**src/rtl/scan_irq_pkg.sv**
```systemverilog
// Purpose: shared constants, register map and helpers for the rotation
//          scan interrupt and debug readback block
// Assumes: one 40 MHz clock, AXI4-Lite register access, 32-bit data
// Notes:
// Notes on behaviour
// RULE1 - software writes only the low two debug bits, with plain writes
// RULE2 - view 0 reads the last table address fetched by the sequencer
// RULE3 - view 1 reads timing state index plus sequencer bits Q7..Q0
// RULE4 - view 2 reads the present timing sequencer output word
// RULE5 - view 3 reads selected DAC register number and its value
// RULE6 - seven flags, each with its own enable, one shared interrupt
// RULE7 - interrupt only when flag, its enable and global enable are set
// RULE8 - flags are never cleared by hardware, only by software writes
// RULE9 - flag 0 set by the front-end output bit chosen by its selector
// RULE10 - flag 1 set on each rising edge of sequence stop
// RULE11 - flag 2 set when the timing sequencer starts a sequence
// RULE12 - flag 3 set when counter one hits a selected interval
// RULE13 - flag 4 set when counter two hits a selected interval
// RULE14 - flag 5 set on entering a state whose byte has Q6 set
// RULE15 - flag 6 set on entering a state whose byte has Q7 set
// RULE16 - interval flags have hysteresis, one set per level crossing
// RULE17 - next index is Q5..Q3, Q0 above S2, S1 when Q7, Q6 excluded
// RULE18 - entering a Q1 state increments counter one when enabled
// RULE19 - stop falling edge fetches base plus new index into output bits
// RULE20 - a byte with Q7 set computes the next state at once
// RULE21 - interval hit on first exact multiple reached from another level
package scan_irq_pkg;
  localparam int AXI_AW    = 8;
  localparam int MEM_AW    = 16;
  localparam int TSM_IDX_W = 5;
  localparam int TSM_OUT_W = 16;
  localparam int DAC_SEL_W = 3;
  localparam int DAC_VAL_W = 12;
  localparam int NUM_FLAGS = 7;

  // register byte offsets
  localparam logic [AXI_AW-1:0] OFF_DEBUG = 8'h00;
  localparam logic [AXI_AW-1:0] OFF_COUNT = 8'h04;
  localparam logic [AXI_AW-1:0] OFF_BASE  = 8'h08;
  localparam logic [AXI_AW-1:0] OFF_CTRL  = 8'h0C;
  localparam logic [AXI_AW-1:0] OFF_FLAGS = 8'h10;
  localparam logic [AXI_AW-1:0] OFF_IE    = 8'h14;

  // control register fields
  localparam int CTL_EN     = 0;
  localparam int CTL_Q6EN   = 1;
  localparam int CTL_Q7EN   = 2;
  localparam int CTL_C1INC  = 3;
  localparam int CTL_C1DEC  = 4;
  localparam int CTL_C2EN   = 5;
  localparam int CTL_FESEL  = 8;
  localparam int CTL_IS1    = 12;
  localparam int CTL_IS2    = 14;
  localparam logic [15:0] CTRL_RST = 16'h0000;
  localparam logic [15:0] BASE_RST = 16'h0000;
  localparam logic [6:0]  IE_RST   = 7'h00;

  // flag positions
  localparam int FLG_FE   = 0;
  localparam int FLG_STOP = 1;
  localparam int FLG_STRT = 2;
  localparam int FLG_CNT1 = 3;
  localparam int FLG_CNT2 = 4;
  localparam int FLG_Q6   = 5;
  localparam int FLG_Q7   = 6;

  // table byte bit positions
  localparam int Q1 = 1;
  localparam int Q2 = 2;
  localparam int Q6 = 6;
  localparam int Q7 = 7;

  localparam logic [1:0] RESP_OKAY   = 2'b00;
  localparam logic [1:0] RESP_SLVERR = 2'b10;

  typedef enum logic [1:0] {
    VIEW_ADDR = 2'b00,
    VIEW_TSM  = 2'b01,
    VIEW_OUT  = 2'b10,
    VIEW_DAC  = 2'b11
  } debug_view_e;

  // next state index from current byte and sensor pair
  function automatic logic [7:0] next_index(input logic [7:0] b,
      input logic q6_en, input logic q7_en, input logic s2, input logic s1);
    next_index = {b[7] & q6_en & q7_en, b[6] & q6_en, b[5:3], b[0], s2, s1};
  endfunction

  // low-bit mask of the selected counting interval: 4, 16, 64 or 256
  function automatic logic [7:0] interval_mask(input logic [1:0] sel);
    case (sel)
      2'b00:   interval_mask = 8'h03;
      2'b01:   interval_mask = 8'h0F;
      2'b10:   interval_mask = 8'h3F;
      default: interval_mask = 8'hFF;
    endcase
  endfunction
endpackage

```
**src/rtl/interval_detector.sv**
```systemverilog
// Purpose: one-shot interval hit detector for an 8-bit event counter
// Assumes: value changes by at most one step per cycle
// Notes:   remembers the last multiple seen, so jitter around it is quiet
`timescale 1ns/1ps
module interval_detector
  import scan_irq_pkg::*;
(
  input  wire logic       aclk,
  input  wire logic       aresetn,
  input  wire logic       enable,
  input  wire logic [7:0] value,
  input  wire logic [1:0] sel,
  output logic            hit_q
);
  logic [7:0] level_q;
  logic       multiple;

  assign multiple = (value & interval_mask(sel)) == 8'h00;

  // RULE21 RULE16 fire only on a new level
  always_ff @(posedge aclk) begin
    if (!aresetn || !enable) begin
      level_q <= 8'h00;
      hit_q   <= 1'b0;
    end else begin
      hit_q <= multiple && (value != level_q);
      if (multiple) begin
        level_q <= value;
      end
    end
  end
endmodule // interval_detector

```
**src/rtl/state_sequencer.sv**
```systemverilog
// Purpose: table-driven processing sequencer, fetches next state bytes
// Assumes: memory answers a held request with a one-cycle ack
// Notes:   byte and state clear while disabled, so first fetch is base+S2S1
`timescale 1ns/1ps
module state_sequencer
  import scan_irq_pkg::*;
(
  input  wire logic              aclk,
  input  wire logic              aresetn,
  input  wire logic              enable,
  input  wire logic              q6_en,
  input  wire logic              q7_en,
  input  wire logic              stop_fall,
  input  wire logic              s1,
  input  wire logic              s2,
  input  wire logic [MEM_AW-1:0] base,
  output logic                   mem_req_q,
  output logic [MEM_AW-1:0]      mem_addr_q,
  input  wire logic              mem_ack,
  input  wire logic [7:0]        mem_rdata,
  output logic [7:0]             byte_q,
  output logic                   entered_q
);
  typedef enum logic [0:0] {
    SEQ_IDLE  = 1'b0,
    SEQ_FETCH = 1'b1
  } seq_state_e;

  seq_state_e        state_q;
  logic [MEM_AW-1:0] next_addr;

  // RULE17 index above the table base
  assign next_addr = base +
      MEM_AW'({8'h00, next_index(byte_q, q6_en, q7_en, s2, s1)});

  // RULE19 RULE20 fetch on stop fall, or at once after a Q7 byte
  always_ff @(posedge aclk) begin
    if (!aresetn || !enable) begin
      state_q    <= SEQ_IDLE;
      mem_req_q  <= 1'b0;
      mem_addr_q <= '0;
      byte_q     <= 8'h00;
      entered_q  <= 1'b0;
    end else begin
      entered_q <= 1'b0;
      case (state_q)
        SEQ_IDLE: begin
          if (stop_fall || byte_q[Q7]) begin
            mem_addr_q <= next_addr;
            mem_req_q  <= 1'b1;
            state_q    <= SEQ_FETCH;
          end
        end
        SEQ_FETCH: begin
          if (mem_ack) begin
            mem_req_q <= 1'b0;
            byte_q    <= mem_rdata;
            entered_q <= 1'b1;
            state_q   <= SEQ_IDLE;
          end
        end
        default: state_q <= SEQ_IDLE;
      endcase
    end
  end
endmodule // state_sequencer

```
**src/rtl/rotation_scan_irq_debug.sv**
```systemverilog
// Purpose: interrupt flags, event counters and debug readback of the
//          rotation scan peripheral, AXI4-Lite register slave
// Assumes: all inputs synchronous to aclk, stop signal well below aclk
// Notes:   flags clear by writing ones; a set in the same cycle wins
//
// The AXI4-Lite interface to the registers and the placing of the registers were decided locally.
`timescale 1ns/1ps
module rotation_scan_irq_debug
  import scan_irq_pkg::*;
(
  input  wire logic                 aclk,
  input  wire logic                 aresetn,
  input  wire logic [AXI_AW-1:0]    s_axi_awaddr,
  input  wire logic                 s_axi_awvalid,
  output logic                      s_axi_awready,
  input  wire logic [31:0]          s_axi_wdata,
  input  wire logic [3:0]           s_axi_wstrb,
  input  wire logic                 s_axi_wvalid,
  output logic                      s_axi_wready,
  output logic [1:0]                s_axi_bresp,
  output logic                      s_axi_bvalid,
  input  wire logic                 s_axi_bready,
  input  wire logic [AXI_AW-1:0]    s_axi_araddr,
  input  wire logic                 s_axi_arvalid,
  output logic                      s_axi_arready,
  output logic [31:0]               s_axi_rdata,
  output logic [1:0]                s_axi_rresp,
  output logic                      s_axi_rvalid,
  input  wire logic                 s_axi_rready,
  input  wire logic                 global_interrupt_enable,
  input  wire logic [7:0]           front_end_output_bit,
  input  wire logic                 sequence_stop_signal,
  input  wire logic                 sequence_start,
  input  wire logic                 sensor_s1,
  input  wire logic                 sensor_s2,
  input  wire logic [TSM_IDX_W-1:0] tsm_state_index,
  input  wire logic [TSM_OUT_W-1:0] tsm_output_word,
  input  wire logic [DAC_SEL_W-1:0] dac_select,
  input  wire logic [DAC_VAL_W-1:0] dac_value,
  output logic                      mem_req,
  output logic [MEM_AW-1:0]         mem_addr,
  input  wire logic                 mem_ack,
  input  wire logic [7:0]           mem_rdata,
  output logic                      irq_q
);
  logic [AXI_AW-1:0]   awaddr_q;
  logic [31:0]         wdata_q;
  logic [3:0]          wstrb_q;
  logic                aw_held_q;
  logic                w_held_q;
  logic                wr_en;
  logic                ar_hs;
  debug_view_e         view_q;
  logic [15:0]         ctrl_q;
  logic [15:0]         base_q;
  logic [NUM_FLAGS-1:0] flags_q;
  logic [NUM_FLAGS-1:0] ie_q;
  logic [NUM_FLAGS-1:0] flag_set;
  logic [7:0]          cnt1_q;
  logic [7:0]          cnt2_q;
  logic                stop_q;
  logic                enable;
  logic [7:0]          state_byte;
  logic                entered;
  logic                hit1;
  logic                hit2;
  logic                inc1;
  logic                dec1;
  logic [31:0]         rd_word;
  logic                rd_hit;

  // merge a write into a register under byte enables
  function automatic logic [15:0] merge16(input logic [15:0] old,
      input logic [31:0] d, input logic [3:0] strb);
    merge16 = {strb[1] ? d[15:8] : old[15:8], strb[0] ? d[7:0] : old[7:0]};
  endfunction

  assign enable = ctrl_q[CTL_EN];
  assign wr_en  = aw_held_q && w_held_q && !s_axi_bvalid;
  assign ar_hs  = s_axi_arvalid && s_axi_arready;

  // write address and data may arrive in either order
  always_ff @(posedge aclk) begin
    if (!aresetn) begin
      aw_held_q     <= 1'b0;
      w_held_q      <= 1'b0;
      awaddr_q      <= '0;
      wdata_q       <= 32'h0000_0000;
      wstrb_q       <= 4'h0;
      s_axi_awready <= 1'b1;
      s_axi_wready  <= 1'b1;
    end else begin
      if (s_axi_awvalid && s_axi_awready) begin
        awaddr_q      <= s_axi_awaddr;
        aw_held_q     <= 1'b1;
        s_axi_awready <= 1'b0;
      end
      if (s_axi_wvalid && s_axi_wready) begin
        wdata_q      <= s_axi_wdata;
        wstrb_q      <= s_axi_wstrb;
        w_held_q     <= 1'b1;
        s_axi_wready <= 1'b0;
      end
      if (wr_en) begin
        aw_held_q <= 1'b0;
        w_held_q  <= 1'b0;
      end
      if (s_axi_bvalid && s_axi_bready) begin
        s_axi_awready <= 1'b1;
        s_axi_wready  <= 1'b1;
      end
    end
  end

  // write response, slave error on unmapped offsets
  always_ff @(posedge aclk) begin
    if (!aresetn) begin
      s_axi_bvalid <= 1'b0;
      s_axi_bresp  <= RESP_OKAY;
    end else if (wr_en) begin
      s_axi_bvalid <= 1'b1;
      case (awaddr_q)
        OFF_DEBUG, OFF_COUNT, OFF_BASE, OFF_CTRL, OFF_FLAGS, OFF_IE:
          s_axi_bresp <= RESP_OKAY;
        default: s_axi_bresp <= RESP_SLVERR;
      endcase
    end else if (s_axi_bready) begin
      s_axi_bvalid <= 1'b0;
    end
  end

  // RULE1 only the low two bits are kept, so wider writes are harmless
  always_ff @(posedge aclk) begin
    if (!aresetn) begin
      view_q <= VIEW_ADDR;
    end else if (wr_en && awaddr_q == OFF_DEBUG && wstrb_q[0]) begin
      view_q <= debug_view_e'(wdata_q[1:0]);
    end
  end

  // control, table base and enable registers
  always_ff @(posedge aclk) begin
    if (!aresetn) begin
      ctrl_q <= CTRL_RST;
      base_q <= BASE_RST;
      ie_q   <= IE_RST;
    end else if (wr_en) begin
      if (awaddr_q == OFF_CTRL) begin
        ctrl_q <= merge16(ctrl_q, wdata_q, wstrb_q);
      end
      if (awaddr_q == OFF_BASE) begin
        base_q <= merge16(base_q, wdata_q, wstrb_q);
      end
      if (awaddr_q == OFF_IE && wstrb_q[0]) begin
        ie_q <= wdata_q[NUM_FLAGS-1:0];
      end
    end
  end

  // stop edge tracker
  always_ff @(posedge aclk) begin
    if (!aresetn) begin
      stop_q <= 1'b0;
    end else begin
      stop_q <= sequence_stop_signal;
    end
  end

  state_sequencer u_seq (
    .aclk       (aclk),
    .aresetn    (aresetn),
    .enable     (enable),
    .q6_en      (ctrl_q[CTL_Q6EN]),
    .q7_en      (ctrl_q[CTL_Q7EN]),
    .stop_fall  (stop_q && !sequence_stop_signal),
    .s1         (sensor_s1),
    .s2         (sensor_s2),
    .base       (base_q),
    .mem_req_q  (mem_req),
    .mem_addr_q (mem_addr),
    .mem_ack    (mem_ack),
    .mem_rdata  (mem_rdata),
    .byte_q     (state_byte),
    .entered_q  (entered)
  );

  // RULE18 up on Q1, down on Q2, both cancel
  assign inc1 = entered && state_byte[Q1] && ctrl_q[CTL_C1INC];
  assign dec1 = entered && state_byte[Q2] && ctrl_q[CTL_C1DEC];

  // event counters, held cleared while the block is disabled
  always_ff @(posedge aclk) begin
    if (!aresetn || !enable) begin
      cnt1_q <= 8'h00;
      cnt2_q <= 8'h00;
    end else begin
      if (inc1 && !dec1) begin
        cnt1_q <= cnt1_q + 8'h01;
      end else if (dec1 && !inc1) begin
        cnt1_q <= cnt1_q - 8'h01;
      end
      if (entered && state_byte[Q2] && ctrl_q[CTL_C2EN]) begin
        cnt2_q <= cnt2_q - 8'h01;
      end
    end
  end

  // RULE12 counter one interval
  interval_detector u_det1 (
    .aclk    (aclk),
    .aresetn (aresetn),
    .enable  (enable),
    .value   (cnt1_q),
    .sel     (ctrl_q[CTL_IS1+:2]),
    .hit_q   (hit1)
  );

  // RULE13 counter two interval
  interval_detector u_det2 (
    .aclk    (aclk),
    .aresetn (aresetn),
    .enable  (enable),
    .value   (cnt2_q),
    .sel     (ctrl_q[CTL_IS2+:2]),
    .hit_q   (hit2)
  );

  // RULE6 RULE9 RULE10 RULE11 RULE14 RULE15 flag sources
  always_comb begin
    flag_set           = '0;
    flag_set[FLG_FE]   = front_end_output_bit[ctrl_q[CTL_FESEL+:3]];
    flag_set[FLG_STOP] = sequence_stop_signal && !stop_q;
    flag_set[FLG_STRT] = sequence_start;
    flag_set[FLG_CNT1] = hit1;
    flag_set[FLG_CNT2] = hit2;
    flag_set[FLG_Q6]   = entered && state_byte[Q6];
    flag_set[FLG_Q7]   = entered && state_byte[Q7];
  end

  // RULE8 cleared only by a write of ones, a new event wins the cycle
  always_ff @(posedge aclk) begin
    if (!aresetn) begin
      flags_q <= '0;
    end else if (wr_en && awaddr_q == OFF_FLAGS && wstrb_q[0]) begin
      flags_q <= (flags_q & ~wdata_q[NUM_FLAGS-1:0]) | flag_set;
    end else begin
      flags_q <= flags_q | flag_set;
    end
  end

  // RULE7 one shared request, gated by the global enable
  always_ff @(posedge aclk) begin
    if (!aresetn) begin
      irq_q <= 1'b0;
    end else begin
      irq_q <= (|(flags_q & ie_q)) && global_interrupt_enable;
    end
  end

  // RULE2 RULE3 RULE4 RULE5 debug views and register readback
  always_comb begin
    rd_word = 32'h0000_0000;
    rd_hit  = 1'b1;
    case (s_axi_araddr)
      OFF_DEBUG: begin
        case (view_q)
          VIEW_ADDR: rd_word = {16'h0000, mem_addr};
          VIEW_TSM:  rd_word = {19'h0_0000, tsm_state_index, state_byte};
          VIEW_OUT:  rd_word = {16'h0000, tsm_output_word};
          default:   rd_word = {17'h0_0000, dac_select, dac_value};
        endcase
      end
      OFF_COUNT: rd_word = {16'h0000, cnt2_q, cnt1_q};
      OFF_BASE:  rd_word = {16'h0000, base_q};
      OFF_CTRL:  rd_word = {16'h0000, ctrl_q};
      OFF_FLAGS: rd_word = {25'h000_0000, flags_q};
      OFF_IE:    rd_word = {25'h000_0000, ie_q};
      default:   rd_hit  = 1'b0;
    endcase
  end

  // read channel, one read in flight
  always_ff @(posedge aclk) begin
    if (!aresetn) begin
      s_axi_arready <= 1'b1;
      s_axi_rvalid  <= 1'b0;
      s_axi_rdata   <= 32'h0000_0000;
      s_axi_rresp   <= RESP_OKAY;
    end else if (ar_hs) begin
      s_axi_arready <= 1'b0;
      s_axi_rvalid  <= 1'b1;
      s_axi_rdata   <= rd_word;
      s_axi_rresp   <= rd_hit ? RESP_OKAY : RESP_SLVERR;
    end else if (s_axi_rvalid && s_axi_rready) begin
      s_axi_arready <= 1'b1;
      s_axi_rvalid  <= 1'b0;
    end
  end
endmodule // rotation_scan_irq_debug

```
**config.mk**
```make
export PLATFORM = sky130hd
export DESIGN_NAME = rotation_scan_irq_debug
export DESIGN_NICKNAME = d
export VERILOG_FILES = /design/src/rtl/scan_irq_pkg.sv /design/src/rtl/interval_detector.sv /design/src/rtl/state_sequencer.sv /design/src/rtl/rotation_scan_irq_debug.sv
export SDC_FILE = /design/constraint.sdc
export NUM_CORES = 1
export LEC_CHECK = 0
export BUFFER_PORTS_ARGS = -buffer_cell sky130_fd_sc_hd__buf_2
export CAP_MARGIN = 5
export CELL_PAD_IN_SITES_DETAIL_PLACEMENT = 1
export CELL_PAD_IN_SITES_GLOBAL_PLACEMENT = 1
export CORE_UTILIZATION = 40
export CTS_CLUSTER_SIZE = 20
export DETAILED_ROUTE_END_ITERATION = 7
export GPL_ROUTABILITY_DRIVEN = 1
export PLACE_DENSITY_LB_ADDON = 0.1
export SLEW_MARGIN = 30
export SYNTH_ARGS = -nofsm -noshare
export SYNTH_HDL_FRONTEND = slang
export SYNTH_SLANG_ARGS = --single-unit
```
**constraint.sdc**
```tcl
create_clock -name aclk -period 3.02 [get_ports aclk]
set_clock_uncertainty 0.2 [all_clocks]
set_input_delay 0.151 -clock aclk [delete_from_list [all_inputs] [get_ports aclk]]
set_output_delay 0.151 -clock aclk [all_outputs]
set_load 0.005 [all_outputs]
```
==> impl_metrics.tcl, run 1 <==
set metrics [dict create \
    multiInputGateArea_sq_um 4610 \
    drt_iter0_drc 327 \
    seq_area_sq_um 3240 \
    vias 7214 \
    rows 51 \
    wl_per_cell_um 19.2 \
    die_w_um 145 \
    end_kind "register" \
    max_slew_margin 0.446 \
    min_path_type "primary input to register" \
    ys_seq_area_frac 0.397 \
    io_buffers 139 \
    whs_ps 28.6 \
    cts_sinks 162 \
    maxCapViolations 0 \
    async_flop_share 0 \
    p_total_mw 4.94 \
    diodes 0 \
    ys_ff_latch 162 \
    fp.dieH_um 145 \
    crit_arrival_ps 2880 \
    fin_ws_ps 245 \
    antenna_found_initial 1 \
    hold_viol 0 \
    worstMarginPinSlew_ps 830 \
    post-route-min-period_ps 2770 \
    wirelength_mm 25.9 \
    grt_overflow 0 \
    use_met2 0.442 \
    cp_max_fo 6 \
    critPathLaunchType "primary input" \
    synthCells 902 \
    drt.antenna.violating_nets 0 \
    power_density_nw_per_um2 487 \
    grt_pass1_wl_mm 41.7 \
    criticalPathCategory "primary input to register" \
    slew_violations 0 \
    grt_use_total 0.254 \
    cts_tree "done" \
    initial_core_util 0.413 \
    timing.fmax_mhz 360 \
    synth_edf_count 0 \
    drive_gt1_frac 0.211 \
    fp.dieArea_sq_um 21000 \
    path_clk_slew_ps 60 \
    cts_root_buf "clkbuf_16" \
    cts_buffers 17 \
    status "finished, final reports clean" \
    synth_top_area_frac 0.397 \
    pre_cts_slack_ps 331 \
    grt_use_met1 0.314 \
    fin_setup_tns_ps 0 \
    synth.avg_cell_area_sq_um 9.07 \
    crit_required_ps 3130 \
    grt_setup_unrepaired "false" \
    synthTopCellsByArea "dfxtp_1 40%, mux2i_1 8.0%, nand2_1 5.6%, mux4_2 4.4%, a21boi_0 3.7%" \
    place_congestion 0.858 \
    cts_buffer_depth 2 \
    grt_max_degree 52 \
    grt_pass1_vias 7597 \
    drt_drc_violations_left 0 \
    via_per_inst 5.35 \
    final_common_cell "dfxtp_1" \
    synth_area_leader_cell "dfxtp_1" \
    ys_warn_count 0 \
    synthFlopType "dfxtp_1" \
    fin_area_sq_um 10200 \
    area_growth_pct 24.2 \
    syn-cell-area_sq_um 8180 \
    top_usage_layer "met2" \
    synth.distinct_cells 71 \
    clk_latency_ps 430 \
    final_cell_mix "162 x dfxtp_1, 139 x buf_2, 122 x nand2_1, 65 x mux2i_1" \
    cts_max_level 4 \
    final-setup-viol-count 0 \
    ir_drop_v 0.000365 \
    postPlaceCellArea_sq_um 9010 \
    cts_setup_buffers 0 \
    core_area_sq_um 19800 \
    timing.final.crit_share 0.919 \
    dp_hpwl_mm 18.4 \
    num-fill-cells 2343 \
    use_met3 0.0509 \
    io_pins 176 \
    nNetsFinal 1206 \
    p_leak_nw 4.03 \
    firstDrtPassIters 5 \
]
==> per-stage QoR <==
stage          cells   util
3_3_place_gp    1266  0.455
2_1_floorplan    919      -
6_report        1348  0.514
4_1_cts         1348  0.514
3_5_place_dp    1266  0.455
5_1_grt         1348  0.514
==> kinds of logic (layout without fill, tap and decap cells) <==
kind of cell               Yosys count  count (layout)  synth area share
muxes                               85              85             0.129
xor gates and xnor gates            37              37            0.0396
buffers and inverters               79             243            0.0479
AOI/OAI and AO/OA                  220             220             0.177
adders and majority gates           18              18            0.0294
DFF                                162             162             0.397
and+or+nand+nor                    300             300             0.181
other                                1              18          0.000458
==> report_power, final <==
group	leakage [nW]	internal, mW	switching (mW)
combinational	2.41	0.167	0.166
clock	0.313	1.50	0.891
sequential	1.31	2.18	0.0392
total	4.03	3.85	1.10
==> Yosys cell counts (3+ instances only) <==
library cell and count:
a211oi_1 8, a21boi_0 40, a21boi_1 8, a21o_1 6, a21oi_1 51, a22oi_1 7, a311oi_1 3, a31oi_1 5
and2_1 6, and3_1 8, buf_1 5, buf_2 6, buf_4 19, clkbuf_1 37, dfxtp_1 162, ha_1 16
inv_1 9, mux2_2 4, mux2i_1 65, mux4_2 16, nand2_1 122, nand2b_1 4, nand3_1 42, nor2_1 50
nor2b_1 21, nor3_1 8, nor4_1 7, o211ai_1 4, o21a_1 6, o21ai_0 39, o21ai_1 8, o21ai_2 8
o22a_1 11, o22ai_1 4, or3_1 5, or4_1 3, xnor2_1 11, xor2_1 26
==> worst max-delay path: stages <==
cell and delay, ps:
dlygate4sd3_1 530, buf_2 130, ha_1 220, fa_1 440, a211oi_1 400, nor3_1 120
o31a_1 380, o211ai_1 220, xor2_1 190, a21oi_1 90
==> path summary, 6_finish.rpt <==
kind	cells past startpoint	slack (ps)	endpoint	start
min reg2reg	2	270	wdata_q[12]	wdata_q[12]
max	10	250	u_seq.mem_addr_q[12]	sensor_s1
min	3	30	u_seq.entered_q	mem_ack
max reg2reg	10	270	cnt1_q[7]	u_seq.entered_q
==> per-layer routing <==
layer	routed length, um	share of wire	vias up
met5	13	0.00050	-
met1	11600	0.45	3502
met2	12800	0.49	158
met3	983	0.038	34
met4	529	0.020	2
li1	-	-	3518
==> sequential cells by signal, summed over array words and instances (netlist names), 2 cells and up <==
name / flops
base_q: 16
ctrl_q: 16
s_axi_rdata: 16
u_seq.mem_addr_q: 16
wdata_q: 16
awaddr_q: 8
cnt1_q: 8
cnt2_q: 8
u_det1.level_q: 8
u_det2.level_q: 8
u_seq.byte_q: 8
flags_q: 7
ie_q: 7
view_q: 2
wstrb_q: 2
==> layout make-up <==
type                       instances  area share
tap                              265      0.0326
multi-input combinational        678       0.453
clock inverter                    10      0.0179
inverter                           9     0.00332
timing repair buffer             203       0.128
sequential                       162       0.319
clock buffer                      21      0.0453
==> repair_timing <==
item                      4_1_cts  5_1_grt
resized for setup               0        0
hold endpoints to repair       45        0
hold buffers                   51        0
No activity file was read; power rests on OpenSTA's default activity.
==> run 2: changes to the inputs <==
--- a/config.mk
+++ b/config.mk
@@ -7,13 +7,10 @@
 export LEC_CHECK = 0
 export BUFFER_PORTS_ARGS = -buffer_cell sky130_fd_sc_hd__buf_2
 export CAP_MARGIN = 5
-export CELL_PAD_IN_SITES_DETAIL_PLACEMENT = 1
-export CELL_PAD_IN_SITES_GLOBAL_PLACEMENT = 1
 export CORE_UTILIZATION = 40
 export CTS_CLUSTER_SIZE = 20
 export DETAILED_ROUTE_END_ITERATION = 7
 export GPL_ROUTABILITY_DRIVEN = 1
-export PLACE_DENSITY_LB_ADDON = 0.1
 export SLEW_MARGIN = 30
 export SYNTH_ARGS = -nofsm -noshare
 export SYNTH_HDL_FRONTEND = slang
==> run 2 against run 1 <==
  * Cell count decreased by 0.22%
  * Via count decreased by 0.64%
  * Setup slack improved by 13 ps
  * Critical endpoint is now u_seq.mem_addr_q[8]
  * Critical path type unchanged
==> impl_metrics.tcl, run 2 (synthesis gave the netlist of run 1 again) <==
set metrics [dict create \
    critPathLaunchType "primary input" \
    status "finished, final reports clean" \
    final_cell_mix "162 x dfxtp_1, 138 x buf_2, 122 x nand2_1, 65 x mux2i_1, 52 x dlygate4sd3_1" \
    pre_cts_slack_ps 363 \
    final_util 0.511 \
    area_growth_pct 23.5 \
    grt_pass1_vias 6667 \
    hold_viol 0 \
    p_leak_nw 3.99 \
    grt_use_total 0.223 \
    cts_buffer_depth 2 \
    drive_gt1_frac 0.210 \
    fin_ws_ps 259 \
    nNetsFinal 1202 \
    grt_overflow 0 \
    whs_ps 44.3 \
    wl_per_cell_um 17.2 \
    post-route-min-period_ps 2760 \
    fp.dieH_um 145 \
    fin_area_sq_um 10100 \
    max_slew_margin 0.451 \
    cts_root_buf "clkbuf_16" \
    fp.dieArea_sq_um 21000 \
    cts_sinks 162 \
    end_kind "register" \
    grt_pass1_wl_mm 36.5 \
    final_common_cell "dfxtp_1" \
    rows 51 \
    core_area_sq_um 19800 \
    firstDrtPassIters 5 \
    min_path_type "primary input to register" \
    diodes 0 \
    slew_violations 0 \
    initial_core_util 0.413 \
    drt_iter0_drc 404 \
    wirelength_mm 23.1 \
    cts_setup_buffers 0 \
    cp_max_fo 6 \
    cts_max_level 4 \
    power_density_nw_per_um2 465 \
    place_congestion 0.864 \
    seq_area_sq_um 3240 \
    crit_required_ps 3110 \
    worstMarginPinSlew_ps 824 \
    fin_setup_tns_ps 0 \
    vias 7168 \
    io_pins 176 \
    num-fill-cells 1904 \
    via_per_inst 5.33 \
    dp_hpwl_mm 16.6 \
    maxCapViolations 0 \
    antenna_found_initial 1 \
    crit_arrival_ps 2850 \
    criticalPathCategory "primary input to register" \
    clk_latency_ps 440 \
    drt_drc_violations_left 0 \
    die_w_um 145 \
    timing.final.crit_share 0.914 \
    io_buffers 139 \
    path_clk_slew_ps 70 \
    dp.cells 1261 \
    final-setup-viol-count 0 \
    p_total_mw 4.70 \
    ir_drop_v 0.000358 \
    postPlaceCellArea_sq_um 9000 \
    grt_setup_unrepaired "false" \
    fin_cells 1345 \
    timing.fmax_mhz 362 \
    multiInputGateArea_sq_um 4610 \
    drt.antenna.violating_nets 0 \
    grt_max_degree 102 \
    cts_buffers 17 \
    cts_tree "done" \
]
==> run 2: changes by cell type in the layout (fill, tap and decap cells not counted), sizes merged <==
| cell | before | now |
|---|---|---|
| dlygate4sd3 | 51 | 52 |
| inv | 9 | 16 |
| clkbuf | 21 | 18 |
| clkinvlp | 1 | 2 |
| bufinv | 5 | 1 |
| buf | 152 | 147 |
==> run 2: where the power goes <==
part / switching (mW) / internal [mW]
Clock: 0.973 / 1.18
Combinational: 0.163 / 0.166
Sequential: 0.0376 / 2.18
Total: 1.17 / 3.52
==> run 2: timing repair <==
action / CTS / global route
hold endpoints to repair: 46 / 0
resized for setup: 0 / 0
hold buffers: 52 / 0
==> run 2: routing by layer <==
layer  routed length [um]  track usage  vias to the layer above  part of all wire
li1                     -            -                     3508                 -
met1                10900        0.304                     3409              0.47
met2                10600        0.359                      227              0.46
met3                 1230       0.0403                       24             0.053
met4                  389       0.0628                        0             0.017
met5                    0            0                        -                 0
==> run 2: worst paths after layout <==
kind | start | to | slack (ps) | depth (start not counted)
min | s_axi_araddr[3] | s_axi_rdata[6] | 40 | 3
max reg2reg | base_q[0] | u_seq.mem_addr_q[8] | 310 | 8
min reg2reg | wstrb_q[1] | wstrb_q[1] | 270 | 2
max | sensor_s1 | u_seq.mem_addr_q[8] | 260 | 10
==> run 2: cell type report <==
| cell class | instances | share of cell area |
|---|---|---|
| clock inverter | 14 | 0.0141 |
| multi-input combinational | 678 | 0.456 |
| sequential | 162 | 0.321 |
| clock buffer | 18 | 0.0435 |
| inverter | 9 | 0.00334 |
| timing repair buffer | 199 | 0.129 |
| tap | 265 | 0.0328 |
==> run 2: critical path, cell delays in order <==
cell           delay [ps]
dlygate4sd3_1         530
buf_2                 130
ha_1                  210
fa_1                  450
a211oi_1              440
nor3_1                100
o31a_1                360
or3_1                 320
nand3_1                90
a21oi_1                70
==> run 3: changes to the inputs <==
==> constraint.sdc (replaced) <==
create_clock -name aclk -period 2.4 [get_ports aclk]
set_clock_uncertainty 0.2 [all_clocks]
set_input_delay 0.12 -clock aclk [delete_from_list [all_inputs] [get_ports aclk]]
set_output_delay 0.12 -clock aclk [all_outputs]
set_load 0.005 [all_outputs]
==> run 3 against run 2 <==
  * Sequential share of layout area is 1.0 points lower
  * Flip-flop and latch count stayed put
  * First-iteration DRC count is 12% higher
  * Register-to-register slack worse by 230 ps
  * Cell area is 3.5% higher
  * Sequential power is 26% higher
  * Die area stayed put
  * Cell count is 2.9% higher
  * Clock-buffer cell count stayed put
  * Non-clock buffer count is 40 higher
  * Power is 23% higher
==> impl_metrics.tcl, run 3 (synthesis gave the netlist of run 1 again) <==
set metrics [dict create \
    die_w_um 145 \
    reg2reg_slack_ps 80 \
    pre_cts_slack_ps -116 \
    cp_top_family "simple AND/OR/NAND/NOR gates" \
    p_int_mw 4.31 \
    nNetsFinal 1242 \
    io_buffers 139 \
    drt.antenna.violating_nets 0 \
    grt_use_total 0.231 \
    r2r-start "u_seq.entered_q" \
    rows 51 \
    diodes 0 \
    worstMarginPinSlew_ps 710 \
    path_clk_slew_ps 70 \
    cp_slowest_cell "dfxtp_2" \
    final_util 0.529 \
    max_slew_margin 0.526 \
    area_growth_pct 27.8 \
    crit_top_cell "ha_4" \
    cts_buffer_depth 2 \
    power_density_nw_per_um2 551 \
    cts_tree "done" \
    firstDrtPassIters 5 \
    timing.fmax_mhz 430 \
    p_clk_frac 0.443 \
    cts_max_level 4 \
    final_cell_mix "159 x dfxtp_1, 139 x buf_2, 122 x nand2_1, 65 x mux2i_1, 55 x dlygate4sd3_1" \
    fp.dieH_um 145 \
    path_buf_inv 1 \
    criticalPathCategory "register to register" \
    cts_root_buf "clkbuf_16" \
    critPathLaunchType "register" \
    maxCapViolations 0 \
    p_leak_nw 4.16 \
    io_pins 176 \
    cp_max_fo 7 \
    cts_sinks 162 \
    grt_overflow 0 \
    cts_buffers 17 \
    crit_required_ps 2570 \
    fin_cells 1384 \
    grt_pass1_vias 6830 \
    p_sw_frac 0.251 \
    min_to "s_axi_rdata[5]" \
    whs_ps 25.9 \
    seqPwrFrac 0.483 \
    combPwrFrac 0.074 \
    status "finished, final reports clean" \
    final_common_cell "dfxtp_1" \
    wirelength_mm 24.1 \
    antenna_found_initial 0 \
    end_kind "register" \
    path_cells "and3_4 > ha_4 > inv_4 > ha_4 > nand3_1 > a21oi_2 > and3b_1 > xnor2_1 > or3_1 > a21oi_1" \
    initial_core_util 0.413 \
    place_congestion 0.894 \
    hold_depth 3 \
    fp.dieArea_sq_um 21000 \
    ir_drop_v 0.000476 \
    slew_violations 0 \
    timing.rr.end "cnt1_q[7]" \
    core_area_sq_um 19800 \
    timing.final.crit_share 0.968 \
    cp_slowest_stage_delay_ps 340 \
    clk_latency_ps 440 \
    dp.cells 1296 \
    dp_hpwl_mm 17.5 \
    vias 7253 \
    post-route-min-period_ps 2320 \
    p_total_mw 5.76 \
    fin_ws_ps 76.7 \
    final-setup-viol-count 0 \
    via_per_inst 5.24 \
    crit_arrival_ps 2490 \
    min_path_type "primary input to register" \
    worstHoldStart "s_axi_araddr[3]" \
    drt_iter0_drc 453 \
    ff2ff_path_depth 10 \
    netSwitchingPower_mw 1.45 \
    drt_drc_violations_left 0 \
    wl_per_cell_um 17.4 \
    grt_max_degree 52 \
    grt_pass1_wl_mm 37.8 \
    hold_viol 0 \
    drive_gt1_frac 0.249 \
]
[run 3: cell types whose count changed in the layout (fill, tap and decap cells not counted), sizes merged]
cell / delta
dlygate4sd3: +3
bufinv: -1
buf: +37
clkinvlp: +3
inv: -3
[run 3: worst max path at each step]
stage                               start              endpoint  cells after the start
after CTS                       base_q[0]  u_seq.mem_addr_q[14]                      8
final                     u_seq.entered_q             cnt1_q[7]                     10
after detailed placement  u_seq.entered_q             cnt1_q[7]                     10
after floorplan           u_seq.entered_q             cnt1_q[7]                     10
after global routing      u_seq.entered_q             cnt1_q[7]                     10
after global placement    u_seq.entered_q             cnt1_q[7]                     10
[run 3: area by class of cell]
type / instances / area (sq um)
Fill cell: 1874 / 9330
Multi-Input combinational cell: 678 / 4690
Sequential cell: 162 / 3250
Timing Repair Buffer: 239 / 1610
Clock buffer: 18 / 439
Tap cell: 265 / 332
Clock inverter: 13 / 104
Inverter: 9 / 36.3
[run 3: power groups by stage]
| stage | combinational [mW] | clock, mW | sequential [mW] |
|---|---|---|---|
| floorplan | 0.220 | 0 | 2.83 |
| global placement | 0.353 | 0 | 2.85 |
| detailed placement | 0.355 | 0 | 2.85 |
| CTS | 0.425 | 2.60 | 2.79 |
| global route | 0.468 | 2.70 | 2.79 |
| finish | 0.426 | 2.55 | 2.79 |
[run 3: stage by stage]
| step | TNS, ps | cell area (sq um) |
|---|---|---|
| 6_report | 0 | 10500 |
| 5_1_grt | -1.14 | 10500 |
| 4_1_cts | 0 | 10400 |
| 3_5_place_dp | -233 | 9270 |
| 3_3_place_gp | -90.3 | 9270 |
| 2_1_floorplan | 0 | 8250 |
[run 3: metal layers]
| metal | vias to the layer above | part of all wire | GRT usage |
|---|---|---|---|
| met3 | 35 | 0.056 | 0.0459 |
| met4 | 0 | 0.023 | 0.0787 |
| met5 | - | 0 | 0 |
| met2 | 232 | 0.45 | 0.362 |
| li1 | 3581 | - | - |
| met1 | 3405 | 0.47 | 0.316 |
[run 3: what timing repair did]
action,in CTS,in global routing
hold buffers,55,0
gates resized for setup,5,12
setup endpoints to repair,6,6
endpoints found under the hold margin,55,0
buffers inserted,0,2
pin swaps,3,4
[run 3: worst min-delay path, delay by kind of cell]
kind	cells	cell delay, ps
buffers and inverters	1	250
AND/OR/NAND/NOR	1	160
AO/OA/AOI/OAI	1	70
